File: src/logic/tws_regs.vh
`ifndef TWS_REGS_VH
`define TWS_REGS_VH
// ==========================================================
// register map: byte address is four times the index
// only the low 12 bits of the byte address are decoded
`define TWS_IDX_MODE_CTRL    16'hFFAA
`define TWS_ADDR_MODE_CTRL   12'hEA8
`define TWS_ADDR_SHIFT_DATA  12'hEAC
`define TWS_ADDR_STATUS      12'hEB0
`define TWS_ADDR_PORT_CTRL   12'hEB4
// ==========================================================
// mode control fields
`define TWS_MC_ENABLE_BIT    7
`define TWS_MC_RXONLY_BIT    2
`define TWS_MC_CLKSEL_HI     1
`define TWS_MC_CLKSEL_LO     0
`define TWS_MC_WMASK         8'h87
`define TWS_MC_RESET         8'h00
`define TWS_SD_RESET         8'h00
// ==========================================================
// clock select codes
`define TWS_CS_EXT           2'h0
`define TWS_CS_TIMER         2'h1
`define TWS_CS_DIV64         2'h2
`define TWS_CS_DIV128        2'h3
// ==========================================================
// status fields
`define TWS_ST_DONE_BIT      0
`define TWS_ST_BUSY_BIT      1
// ==========================================================
// port control fields
`define TWS_PC_DATA_LATCH    0
`define TWS_PC_CLK_LATCH     1
`define TWS_PC_RESET         8'h03
// ==========================================================
// timing
`define TWS_BITS_PER_XFER    4'h8
`define TWS_DIV64_HALF       7'h20
`define TWS_DIV128_HALF      7'h40
`endif

File: src/logic/tws_sync.v
`timescale 1ns/10ps
// ==========================================================
// two-stage synchroniser for pin inputs
module tws_sync #(
	parameter WIDTH = 1
) (
	input  wire             sys_clk,
	input  wire             rst_b,
	input  wire [WIDTH-1:0] async_in,
	output wire [WIDTH-1:0] sync_out
);
	reg [WIDTH-1:0] meta_q;
	reg [WIDTH-1:0] sync_q;

	always @(posedge sys_clk) begin
		if (!rst_b) begin
			meta_q <= {WIDTH{1'b1}};
			sync_q <= {WIDTH{1'b1}};
		end else begin
			meta_q <= async_in;
			sync_q <= meta_q;
		end
	end

	assign sync_out = sync_q;
endmodule // tws_sync

File: src/logic/tws_clkgen.v
`timescale 1ns/10ps
`include "tws_regs.vh"
// ==========================================================
// internal serial clock: fx/64 or fx/128 from sys_clk
module tws_clkgen (
	input  wire       sys_clk,
	input  wire       rst_b,
	input  wire       run,
	input  wire       div128,
	output reg        sck_q,
	output wire       fall_tick,
	output wire       rise_tick
);
	reg  [6:0] cnt_q;
	wire [6:0] half;
	wire       wrap;

	assign half      = div128 ? `TWS_DIV128_HALF : `TWS_DIV64_HALF;
	assign wrap      = run && (cnt_q == half - 7'h01);
	assign fall_tick = wrap && sck_q;
	assign rise_tick = wrap && !sck_q;

	// idle clock rests high so each transfer opens on a fall
	always @(posedge sys_clk) begin
		if (!rst_b || !run) begin
			cnt_q <= 7'h00;
			sck_q <= 1'b1;
		end else if (wrap) begin
			cnt_q <= 7'h00;
			sck_q <= ~sck_q;
		end else begin
			cnt_q <= cnt_q + 7'h01;
		end
	end
endmodule // tws_clkgen

File: src/logic/tws_serial.v
// The implementer's own choice: the APB slave port.
`timescale 1ns/10ps
`include "tws_regs.vh"
module tws_serial (
	input  wire        sys_clk,
	input  wire        rst_b,
	input  wire        psel,
	input  wire        penable,
	input  wire        pwrite,
	input  wire [11:0] paddr,
	input  wire [31:0] pwdata,
	output reg  [31:0] prdata,
	output wire        pready,
	output wire        pslverr,
	input  wire        sck_in,
	output wire        sck_out,
	output wire        sck_oe,
	input  wire        sda_in,
	output wire        sda_out,
	output wire        sda_oe,
	input  wire        eight_bit_timer_output,
	output reg         transfer_done_irq
);
	localparam ST_IDLE = 2'b01;
	localparam ST_BUSY = 2'b10;

	reg  [7:0] mode_q;
	reg  [7:0] shift_q;
	reg  [3:0] bitcnt_q;
	reg  [1:0] state_q;
	reg        done_q;
	reg  [7:0] port_q;
	reg        out_latch_q;
	reg        ext_sck_q;
	reg        tmr_q;
	reg        tmr_prev_q;
	reg        sample_q;

	wire       sck_s;
	wire       sda_s;
	wire       tmr_s;
	wire       int_sck;
	wire       int_fall;
	wire       int_rise;
	wire       enabled;
	wire       rx_only;
	wire [1:0] clk_sel;
	wire       internal_clk;
	wire       busy;
	wire       fall_ev;
	wire       rise_ev;
	wire       access;
	wire       last_fall;

	function sel_hit;
		input [11:0] a;
		input [11:0] target;
		begin
			sel_hit = (a == target);
		end
	endfunction

	// ======================================================
	// pin synchronisers
	tws_sync #(.WIDTH(3)) u_sync (
		.sys_clk  (sys_clk),
		.rst_b    (rst_b),
		.async_in ({sck_in, sda_in, eight_bit_timer_output}),
		.sync_out ({sck_s, sda_s, tmr_s})
	);

	assign enabled = mode_q[`TWS_MC_ENABLE_BIT];
	assign rx_only = mode_q[`TWS_MC_RXONLY_BIT];
	assign clk_sel = mode_q[`TWS_MC_CLKSEL_HI:`TWS_MC_CLKSEL_LO];
	assign internal_clk = (clk_sel != `TWS_CS_EXT);
	assign busy = (state_q == ST_BUSY);

	// ======================================================
	// serial clock sources
	// divided clocks from fx
	tws_clkgen u_clkgen (
		.sys_clk   (sys_clk),
		.rst_b     (rst_b),
		.run       (busy && clk_sel[1]),
		.div128    (clk_sel == `TWS_CS_DIV128),
		.sck_q     (int_sck),
		.fall_tick (int_fall),
		.rise_tick (int_rise)
	);

	// timer output rising edges toggle the clock; external pin follows slave
	always @(posedge sys_clk) begin
		if (!rst_b) begin
			ext_sck_q <= 1'b1;
			tmr_q     <= 1'b1;
		end else begin
			ext_sck_q <= sck_s;
			if (!busy)
				tmr_q <= 1'b1;
			else if (tmr_s && !tmr_prev_q)
				tmr_q <= ~tmr_q;
		end
	end

	// reset matches the synchroniser so no false edge follows reset
	always @(posedge sys_clk) begin
		if (!rst_b)
			tmr_prev_q <= 1'b1;
		else
			tmr_prev_q <= tmr_s;
	end

	assign fall_ev = busy && (
		(clk_sel == `TWS_CS_EXT)   ? (ext_sck_q && !sck_s) :
		(clk_sel == `TWS_CS_TIMER) ? (tmr_q && tmr_s && !tmr_prev_q) :
		int_fall);
	assign rise_ev = busy && (
		(clk_sel == `TWS_CS_EXT)   ? (!ext_sck_q && sck_s) :
		(clk_sel == `TWS_CS_TIMER) ? (!tmr_q && tmr_s && !tmr_prev_q) :
		int_rise);

	// ======================================================
	// apb slave, zero wait states
	assign pready  = 1'b1;
	assign pslverr = 1'b0;
	assign access  = psel && penable;

	always @* begin
		prdata = 32'h0000_0000;
		if (sel_hit(paddr, `TWS_ADDR_MODE_CTRL))
			prdata[7:0] = mode_q;
		else if (sel_hit(paddr, `TWS_ADDR_SHIFT_DATA))
			prdata[7:0] = shift_q;
		else if (sel_hit(paddr, `TWS_ADDR_STATUS))
			prdata[1:0] = {busy, done_q};
		else if (sel_hit(paddr, `TWS_ADDR_PORT_CTRL))
			prdata[7:0] = port_q;
	end

	always @(posedge sys_clk) begin
		if (!rst_b) begin
			mode_q <= `TWS_MC_RESET;
			port_q <= `TWS_PC_RESET;
		end else if (access && pwrite) begin
			if (sel_hit(paddr, `TWS_ADDR_MODE_CTRL))
				mode_q <= pwdata[7:0] & `TWS_MC_WMASK;
			if (sel_hit(paddr, `TWS_ADDR_PORT_CTRL))
				port_q <= pwdata[7:0];
		end
	end

	// ======================================================
	// shift engine
	assign last_fall = fall_ev && (bitcnt_q == `TWS_BITS_PER_XFER);

	always @(posedge sys_clk) begin
		if (!rst_b) begin
			shift_q     <= `TWS_SD_RESET;
			bitcnt_q    <= 4'h0;
			state_q     <= ST_IDLE;
			done_q      <= 1'b0;
			out_latch_q <= 1'b1;
			sample_q    <= 1'b1;
			transfer_done_irq <= 1'b0;
		end else begin
			transfer_done_irq <= 1'b0;
			if (access && !pwrite && sel_hit(paddr, `TWS_ADDR_STATUS))
				done_q <= 1'b0;
			if (!enabled) begin
				state_q  <= ST_IDLE;
				bitcnt_q <= 4'h0;
				// a write now only loads data
				if (access && pwrite &&
				    sel_hit(paddr, `TWS_ADDR_SHIFT_DATA))
					shift_q <= pwdata[7:0];
			end else begin
				case (state_q)
				ST_IDLE: begin
					if (access && sel_hit(paddr, `TWS_ADDR_SHIFT_DATA)) begin
						if (pwrite && !rx_only) begin
							shift_q  <= pwdata[7:0];
							state_q  <= ST_BUSY;
							bitcnt_q <= 4'h0;
						end
						if (!pwrite && rx_only) begin
							state_q  <= ST_BUSY;
							bitcnt_q <= 4'h0;
						end
						if (pwrite && rx_only)
							shift_q <= pwdata[7:0];
					end
				end
				ST_BUSY: begin
					if (rise_ev)
						sample_q <= sda_s;
					if (fall_ev && !last_fall) begin
						// later falls shift, so the next bit sits at 6
						if (bitcnt_q != 4'h0) begin
							out_latch_q <= shift_q[6];
							shift_q <= {shift_q[6:0], sample_q};
						end else begin
							out_latch_q <= shift_q[7];
						end
						bitcnt_q <= bitcnt_q + 4'h1;
					end
					if (last_fall) begin
						shift_q  <= {shift_q[6:0], sample_q};
						state_q  <= ST_IDLE;
						bitcnt_q <= 4'h0;
						done_q   <= 1'b1;
						out_latch_q <= 1'b1;
						transfer_done_irq <= 1'b1;
					end
				end
				default: state_q <= ST_IDLE;
				endcase
			end
		end
	end

	// ======================================================
	// open-drain pins; enable high means pulling low
	// latches control pins outside serial use
	// data driven only in tx/rx mode
	assign sda_out = 1'b0;
	assign sda_oe  = !port_q[`TWS_PC_DATA_LATCH] ||
		(enabled && busy && !rx_only && !out_latch_q);
	assign sck_out = 1'b0;
	assign sck_oe  = !port_q[`TWS_PC_CLK_LATCH] ||
		(enabled && busy && internal_clk &&
		 (clk_sel[1] ? !int_sck : !tmr_q));
endmodule // tws_serial

File: config.mk
export PLATFORM = sky130hd
export DESIGN_NAME = tws_serial
export DESIGN_NICKNAME = d
export VERILOG_FILES = /design/src/logic/tws_sync.v /design/src/logic/tws_clkgen.v /design/src/logic/tws_serial.v
export VERILOG_INCLUDE_DIRS = /design/src /design/src/logic
export SDC_FILE = /design/constraint.sdc
export NUM_CORES = 1
export LEC_CHECK = 0
export BUFFER_PORTS_ARGS = -buffer_cell sky130_fd_sc_hd__buf_2
export CAP_MARGIN = 20
export CORE_ASPECT_RATIO = 1.2
export CORE_MARGIN = 8
export CORE_UTILIZATION = 35
export CTS_CLUSTER_SIZE = 24
export DETAILED_ROUTE_END_ITERATION = 7
export PLACE_DENSITY = 0.68
export SLEW_MARGIN = 15
export SYNTH_ARGS = -nofsm -noshare
export SYNTH_HDL_FRONTEND = slang
export SYNTH_HIERARCHICAL = 1
export SYNTH_SLANG_ARGS = --single-unit
File: constraint.sdc
create_clock -name sys_clk -period 3.1 [get_ports sys_clk]
set_clock_uncertainty 0.05 [all_clocks]
set_input_delay 0.465 -clock sys_clk [delete_from_list [all_inputs] [get_ports sys_clk]]
set_output_delay 0.465 -clock sys_clk [all_outputs]
set_load 0.05 [all_outputs]
# [Yosys cells after proc, flatten, opt, wreduce, memory -nomap -nowiden]
# Cells that the tools add are included.
[totals] reg_bits=47 input_bits=52 wordCells=141
[op_classes] addsub=3 eq_ne=19 n_mux=39 bitwise_logic=2 n_reduce_logical=62
[ops] op="8-bit 2-to-1 mux" count=11
[ops] op="12-bit equality test, second input constant" count=4
[ops] op="1-bit logical AND" count=29
[ops] op="4-bit 2-to-1 mux" count=5
[ops] op="8-bit case mux with 2 select lines" count=1
[ops] op="1-bit zero test" count=13
[ops] op="1-bit 2-to-1 mux" count=13
[ops] op="3-bit AND reduction" count=4
[ops] op="2-bit 2-to-1 mux" count=5
[ops] op="4-bit by 2-bit != test with 1-bit output, second input constant" count=2
[ops] op="4-bit case mux with 2 select lines" count=1
[ops] op="2-bit AND reduction" count=4
[ops] op="2-bit nonzero test" count=4
[ops] op="7-bit by 1-bit adder with 7-bit output, second input constant" count=1
[ops] op="7-bit equality test" count=1
[ops] op="7-bit 2-to-1 mux" count=1
[ops] op="7-bit by 1-bit subtractor with 7-bit output, second input constant" count=1
[ops] op="6-bit 2-to-1 mux" count=1
[ops] op="3-bit by 1-bit != test with 1-bit output, second input constant" count=2
[ops] op="3-bit != test, second input constant" count=2
[ops] op="6-bit AND reduction" count=1
[ops] op="4-bit by 1-bit adder with 4-bit output, second input constant" count=1
[ops] op="2-bit by 1-bit equality test with 1-bit output, second input constant" count=2
[ops] op="2-bit equality test, second input constant" count=2
[ops] op="other kinds (11)" count=14

# [Longest topological paths before layout]
# Gate-level depths: netlist (run 1).
[depth] word_depth=16 depth_mapped=11 depth_no_buf=10

# [By module]
# The synthesis (run 1) kept the hierarchy.
[by_module_without_submodules] module="tws_serial" instances=1 cells_each=232 area_each_um2=2055.7
[by_module_without_submodules] module="tws_clkgen" instances=1 cells_each=42 area_each_um2=369.1
[by_module_without_submodules] module="tws_sync" instances=1 cells_each=12 area_each_um2=157.7

# [Worst setup path before layout (run 1)]
# No wires, ideal clock.
[synth_path] kind="register to register" from="register state_q[1]" to="register bitcnt_q[2]" setup_ns=0.116 arrival_time_ns=2.441 required_time_ns=2.934 setup_slack_ns=0.492 stages_incl_launch_ff=11 n_path_buf=0 cell_sequence="dfxtp_1 -> nor2b_1 -> and2_1 -> or2b_1 -> or3_4 -> nor2_1 -> or2b_1 -> o31ai_4 -> o21ai_0 -> o21ai_0 -> a41o_1"
[synth_via] elab_chain_cells=12 elab_cells_between_ends=18 cone_classes="5 x eq/ne; 4 x mux; 9 x reduce/logical"
[synth_lines] element="start, declared" line_no="tws_serial.v:30" text="reg [1:0] state_q;"
[synth_lines] element="start signal, assigned" line_no="tws_serial.v:160" text="state_q <= ST_IDLE;"
[synth_lines] element="start signal, assigned" line_no="tws_serial.v:170" text="state_q <= ST_IDLE;"
[synth_lines] element="start signal, assigned" line_no="tws_serial.v:182" text="state_q <= ST_BUSY;"
[synth_lines] element="2-bit equality test *" line_no="tws_serial.v:76" text="assign busy = (state_q == ST_BUSY);"
[synth_lines] element="1-bit logical AND *" line_no="tws_serial.v:84" text=".run (busy && clk_sel[1]),"
[synth_lines] element="1-bit logical AND *" line_no="tws_clkgen.v:19" text="assign wrap = run && (cnt_q == half - 7'h01);"
[synth_lines] element="1-bit logical AND *" line_no="tws_clkgen.v:20" text="assign fall_tick = wrap && sck_q;"
[synth_lines] element="via int_fall" line_no="tws_serial.v:43" text="wire int_fall;"
[synth_lines] element="1-bit 2-to-1 mux *" line_no="tws_serial.v:115" text="(clk_sel == `TWS_CS_TIMER) ? (tmr_q && tmr_s && !tmr_prev_q) :"
[synth_lines] element="1-bit 2-to-1 mux *" line_no="tws_serial.v:114" text="(clk_sel == `TWS_CS_EXT) ? (ext_sck_q && !sck_s) :"
[synth_lines] element="1-bit logical AND *" line_no="tws_serial.v:113" text="assign fall_ev = busy && ("
[synth_lines] element="1-bit logical AND" line_no="tws_serial.v:154" text="assign last_fall = fall_ev && (bitcnt_q == `TWS_BITS_PER_XFER);"
[synth_lines] element="1-bit zero test" line_no="tws_serial.v:196" text="if (fall_ev && !last_fall) begin"
[synth_lines] element="1-bit logical AND" line_no="tws_serial.v:196"
[synth_lines] element="3-bit by 1-bit != test with 1-bit output (no source line)"
[synth_lines] element="4-bit AND reduction (no source line)"
[synth_lines] element="end signal, assigned" line_no="tws_serial.v:204" text="bitcnt_q <= bitcnt_q + 4'h1;"
[synth_lines] element="end, declared" line_no="tws_serial.v:29" text="reg [3:0] bitcnt_q;"
# Mark *: on every way through the listed nets, which the timed path passes. The rest lies on a longest branch.
# A chain may end at the register's enable or synchronous reset.

# [Worst setup path after layout (run 1)]
# Same ends and word-level chain as after synthesis.

==> run summary, run 1 <==
WHS Path Cells - 2
Max clock buf depth - 2
Min Tclk post-route - 2770 ps
Final Cycle Share - 89.2%
Worst-path cell with the longest stage delay - o21ai_0
First-pass GRT wire length - 8520 um
CP startpoint kind - flop
Avg Vias per Cell - 4.94
Clock sink count - 47
Critical Path AT - 2910 ps
Grt ovf - 0
DP Wirelength - 4310 um
Clk_lat worst skew - 300 ps
Post-CTS setup buffer count - 0
Die width - 94.4 um
Post-CTS resize count - 0
Post-synthesis sequential area ratio - 36.4%
Vias in the first global route - 1844
Max-slew headroom - 63.5%
Rows - 34
I/O pins - 91
Top cells by area, synth - dfxtp_1 (36%), buf_4 (8.4%), mux2i_1 (5.0%)
Total number of vias - 2037
Buffers and inverters on the worst path - 0
Post-route setup TNS - 0 ps
Max-cap viol count - 0
Clock Tree Root - clkbuf_8
Slowest stage delay, CP - 390 ps
Die Y - 110 um
Main synth FF type - dfxtp_1
Worst r2r dst - bitcnt_q[2]$_SDFFE_PN0P_
Synthesis-to-layout area growth - 8.24%
CP delay by family, top - simple AND/OR/NAND/NOR gates
WL per Instance - 13.4 um
Netlist Area Pre-Place - 2580 um^2
Post-route DRC - 0
VDD IR max - 0.309 mV
Worst-margin pin slew - 548 ps
WL final - 5520 um
Hold_sp - sck_in
R2R Path Start - state_q[1]$_SDFFE_PN0P_
Synth cell types - 58
Worst setup path start - state_q[1]$_SDFFE_PN0P_
Initial antenna violation count - 0
Status - finished clean
Yosys warnings - 6
Area of the die - 10400 um^2
Cell Count, Final, Fillers Out - 412
Hold WS - 302 ps
RSZ-0062 raised after global routing - no
Synth top area share - 36.4%
Hold crit path type - in -> reg
Clock transition at path regs - 80 ps
Core outline area - 7190 um^2
Final core occ - 38.9%
Mean Syn Cell Area - 9.03 um^2
Syn Inst Count - 286
Synthesis-stage register bit count - 47
DR pass1 iterations - 4
Gpl congestion - 0.763
CTS Buf Count - 5
Worst hold endpoint - u_sync/meta_q[2]$_SDFF_PN1_
Port buffer count - 38
Most common cell after layout, fill and taps aside - dfxtp_1
Asr flop ratio synth - 0%
R2R cell count - 10
Fin. Hold Viols - 0
H-tree level count - 2
Post-synth EDFFs - 0
Post-DRT Antenna Nets - 0
CTS tree - done
Dpl cells - 404
Crit-path cells - nor2b_1, and2_1, or2b_1, or3_4, nor2_1, or2b_1, o31ai_4, o21ai_0, o21ai_0, a41o_1
Largest net degree at the start of global routing - 21
Layout cells sized above 1 - 20.2%
LEAKAGE - 1.14 nW
Antenna cells - 0
Crit Path Max Fanout - 4
CP endpoint kind - flop
Most frequent cells in the layout - dfxtp_1 (47), buf_2 (38), nand2_1 (31)
Gr usage total - 10.2%
Starting Density - 35.9%
Fill count - 737
Final setup viols - 0
R2R Setup Slk - 330 ps
Max Freq - 362 MHz
Yosys top cell by area - dfxtp_1
NumNets Final - 376
Critical path class - reg -> reg
Hold buffer count at cts - 0
Pwr per Cell Area - 388 nW/um^2
DRT iter0 DRCs - 128
Critical Path RT - 3250 ps
Max-slew violations - 0
## power by group
| group | total, mW | internal, mW | leakage, nW | switching (mW) |
|---|---|---|---|---|
| Sequential | 0.609 | 0.607 | 0.380 | 0.00137 |
| Clock | 0.348 | 0.158 | 0.0422 | 0.190 |
| Combinational | 0.127 | 0.0239 | 0.722 | 0.103 |
| Total | 1.08 | 0.790 | 1.14 | 0.294 |
## logic make-up (layout without fill, tap and decap cells)
family | after synthesis | in the layout | share of synthesized area, %
buffers and inverters | 49 | 59 | 12.6
xor gates and xnor gates | 5 | 5 | 1.70
and+or+nand+nor | 118 | 118 | 25.0
muxes | 14 | 14 | 5.47
other | 2 | 28 | 0.291
adders and majority gates | 3 | 3 | 1.45
AOI/OAI and AO/OA | 48 | 48 | 17.1
DFF | 47 | 47 | 36.4
## registers in the layout, indices dropped and copies added, names as in the netlist
name,count
out_latch_q,1
shift_q,8
u_sync/meta_q,3
ext_sck_q,1
tmr_prev_q,1
transfer_done_irq,1
tmr_q,1
state_q,2
done_q,1
port_q,8
sample_q,1
mode_q,4
bitcnt_q,4
u_clkgen/sck_q,1
u_sync/sync_out,3
u_clkgen/cnt_q,7
## synth_stat cells (all sizes together), types with 7 or more instances
library cell and count:
dfxtp 47, buf 34, nand2 31, nor2 30
mux2i 13, inv 10, nand2b 10, a21oi 9
nand3 9, a22o 8, a311oi 8, o21ai 7
## area by class of cell
class	count	area [um^2]	area share, %
sequential	47	941	33.7
clock inverter	1	5.00	0.179
inverter	11	41.3	1.48
clock buffer	7	76.3	2.73
tap	90	113	4.03
multi-input combinational	216	1410	50.6
timing repair buffer	40	205	7.34
## metal layers
layer  wire (um)  track usage [%]
met1        2350             12.5
met3         489             2.17
met5           0                0
met4          68             4.54
met2        2610             16.7
## per-stage QoR
stage	instance area (um^2)	power (mW)	worst slack, ps
final	2800	1.08	334
after global routing	2800	1.13	117
after CTS	2800	1.10	317
after detailed placement	2710	0.748	347
after global placement	2710	0.747	361
after floorplan	2680	0.749	492
## how the worst max path moves through the flow
stage	cells past startpoint	slack [ps]	endpoint
after floorplan	10	490	bitcnt_q[2]$_SDFFE_PN0P_
after global placement	10	360	bitcnt_q[2]$_SDFFE_PN0P_
after detailed placement	10	350	bitcnt_q[2]$_SDFFE_PN0P_
after CTS	10	320	bitcnt_q[2]$_SDFFE_PN0P_
after global routing	10	120	shift_q[5]$_SDFFE_PN0P_
final	10	330	bitcnt_q[2]$_SDFFE_PN0P_
Power figures use the tool's default switching activity.
==> run 2, diff against run 1 <==
- CORE_UTILIZATION: 35 -> 26
- PLACE_DENSITY: 0.68 -> 0.55
==> run 2 against run 1 <==
  * Design area increased by 5.7%
  * Power increased by 31%
  * Clock power increased by 97%
  * Global-route usage decreased by 1.4 points
  * Worst hold slack improved by 0.58 ps
  * Critical path type unchanged
  * Via count increased by 1.8%
  * Highest routed layer unchanged
  * Combinational power about the same
  * Count of clock-buffer cells in the layout decreased by 1
==> run summary, run 2 (synthesized netlist as in run 1, its figures left out) <==
Max-slew violations - 0 (unchanged)
Worst-path cell with the longest stage delay - o2bb2ai_4
Hold buffer count at cts - 0 (unchanged)
Gr usage total - 8.78% (-1.4 points)
DP Wirelength - 4450 um (+3.4%)
Final Cycle Share - 88.1% (-1.1 points)
WL final - 5970 um (+8.1%)
WL per Instance - 13.3 um (-0.85%)
Buffers and inverters on the worst path - 0 (unchanged)
Area of the die - 13400 um^2 (+29%)
Avg Vias per Cell - 4.62 (-6.6%)
Layout cells sized above 1 - 20.7% (+0.56 points)
Final core occ - 30.0% (-8.9 points)
Max clock buf depth - 2 (unchanged)
I/O pins - 91 (unchanged)
Starting Density - 26.2% (-9.7 points)
Hold crit path type - in -> reg
Max-slew headroom - 63.5% (about the same)
DR pass1 iterations - 4 (unchanged)
Total Power - 1.42 mW (+31%)
First-pass GRT wire length - 9650 um (+13%)
Fill count - 1050 (+42%)
Max-cap viol count - 0 (unchanged)
Most common cell after layout, fill and taps aside - dfxtp_1
Min Tclk post-route - 2730 ps (-34.6 ps)
Post-route DRC - 0 (unchanged)
Grt ovf - 0 (unchanged)
DRT iter0 DRCs - 108 (-16%)
Pwr per Cell Area - 482 nW/um^2 (+24%)
Critical path class - reg -> reg
Post-route setup TNS - 0 ps (unchanged)
CP startpoint kind - flop
Total number of vias - 2073 (+1.8%)
Clock transition at path regs - 60 ps (-20 ps)
Synthesis-to-layout area growth - 14.4%
R2R cell count - 10 (unchanged)
Crit-path cells - nor2b_1, and2_1, or2b_1, or3_4, nor2_1, or2b_1, o311ai_4, o2bb2ai_4, nor2_1, a311oi_1
Gpl congestion - 0.770 (+0.94%)
Top Registers - port_q (8), shift_q (8), u_clkgen/cnt_q (7)
Slowest stage delay, CP - 390 ps (about the same)
Max Freq - 366 MHz (+1.3%)
Status - finished clean
WHS Path Cells - 2 (unchanged)
Clk_lat worst skew - 290 ps (about the same)
Pre-CTS setup slack - 381 ps (+33.9 ps)
VDD IR max - 0.204 mV (-34%)
Clock sink count - 47 (unchanged)
Critical Path RT - 3250 ps (about the same)
Most frequent cells in the layout - dfxtp_1 (47), buf_2 (38), nand2_1 (31)
Rows - 40 (+18%)
Fin. Hold Viols - 0 (unchanged)
LEAKAGE - 1.20 nW (+4.7%)
Vias in the first global route - 1927 (+4.5%)
Initial antenna violation count - 0 (unchanged)
CP delay by family, top - simple AND/OR/NAND/NOR gates
Die width - 107 um (+13%)
Antenna cells - 0 (unchanged)
Die Y - 125 um (+14%)
Largest net degree at the start of global routing - 21 (unchanged)
CTS Buf Count - 5 (unchanged)
Critical Path AT - 2880 ps (-30 ps)
Crit Path Max Fanout - 16 (+12)
RSZ-0062 raised after global routing - no
Core outline area - 9860 um^2 (+37%)
Final setup viols - 0 (unchanged)
Setup WS post-layout - 369 ps (+34.6 ps)
Worst-margin pin slew - 548 ps (-0.585 ps)
Post-CTS resize count - 0 (unchanged)
Clock Tree Root - clkbuf_16
CTS tree - done
H-tree level count - 2 (unchanged)
Critical path depth in cells - 10 (unchanged)
Post-CTS setup buffer count - 0 (unchanged)
CP endpoint kind - flop
NumNets Final - 377 (+0.27%)
Port buffer count - 38 (unchanged)
Post-DRT Antenna Nets - 0 (unchanged)
## run 2: cell types whose count changed in the layout (fill, tap and decap cells not counted)
cell       before  now
clkinv_2        1    0
buf_4           2    3
clkbuf_16       0    5
clkbuf_1        2    1
bufinv_16       0    2
clkbuf_8        5    0
## run 2: path summary, 6_finish.rpt
kind	startpoint	end	slack [ps]
max	state_q[1]$_SDFFE_PN0P_	shift_q[3]$_SDFFE_PN0P_	370
min	sck_in	u_sync/meta_q[2]$_SDFF_PN1_	300
max reg2reg	state_q[1]$_SDFFE_PN0P_	shift_q[3]$_SDFFE_PN0P_	370
min reg2reg	u_sync/meta_q[2]$_SDFF_PN1_	u_sync/sync_out[2]$_SDFF_PN1_	360
## run 2: per-layer routing
layer	GRT usage [%]	part of all wire, %
met1	11.0	45
met3	3.44	9.7
met5	0	0
met2	13.6	45
met4	2.41	0.94
## run 2: cell type report
cell class | count | area (um^2) | area share, %
Clock buffer | 6 | 129 | 4.36
Tap cell | 126 | 158 | 5.33
Multi-Input combinational cell | 216 | 1410 | 47.8
Sequential cell | 47 | 941 | 31.8
Clock inverter | 2 | 60.1 | 2.03
Inverter | 11 | 41.3 | 1.40
Timing Repair Buffer | 41 | 213 | 7.20
## run 2: metrics by stage
stage	instance area, um^2	hold WS, ps	instances
3_5_place_dp	2770	345	441
4_1_cts	2960	297	449
2_1_floorplan	2680	336	312
6_report	2960	303	449
3_3_place_gp	2770	338	441
5_1_grt	2960	296	449
## run 2: power by group
part | switching (mW) | internal, mW | total [mW]
registers | 0.00142 | 0.608 | 0.609
logic | 0.104 | 0.0248 | 0.129
clock network | 0.224 | 0.462 | 0.687
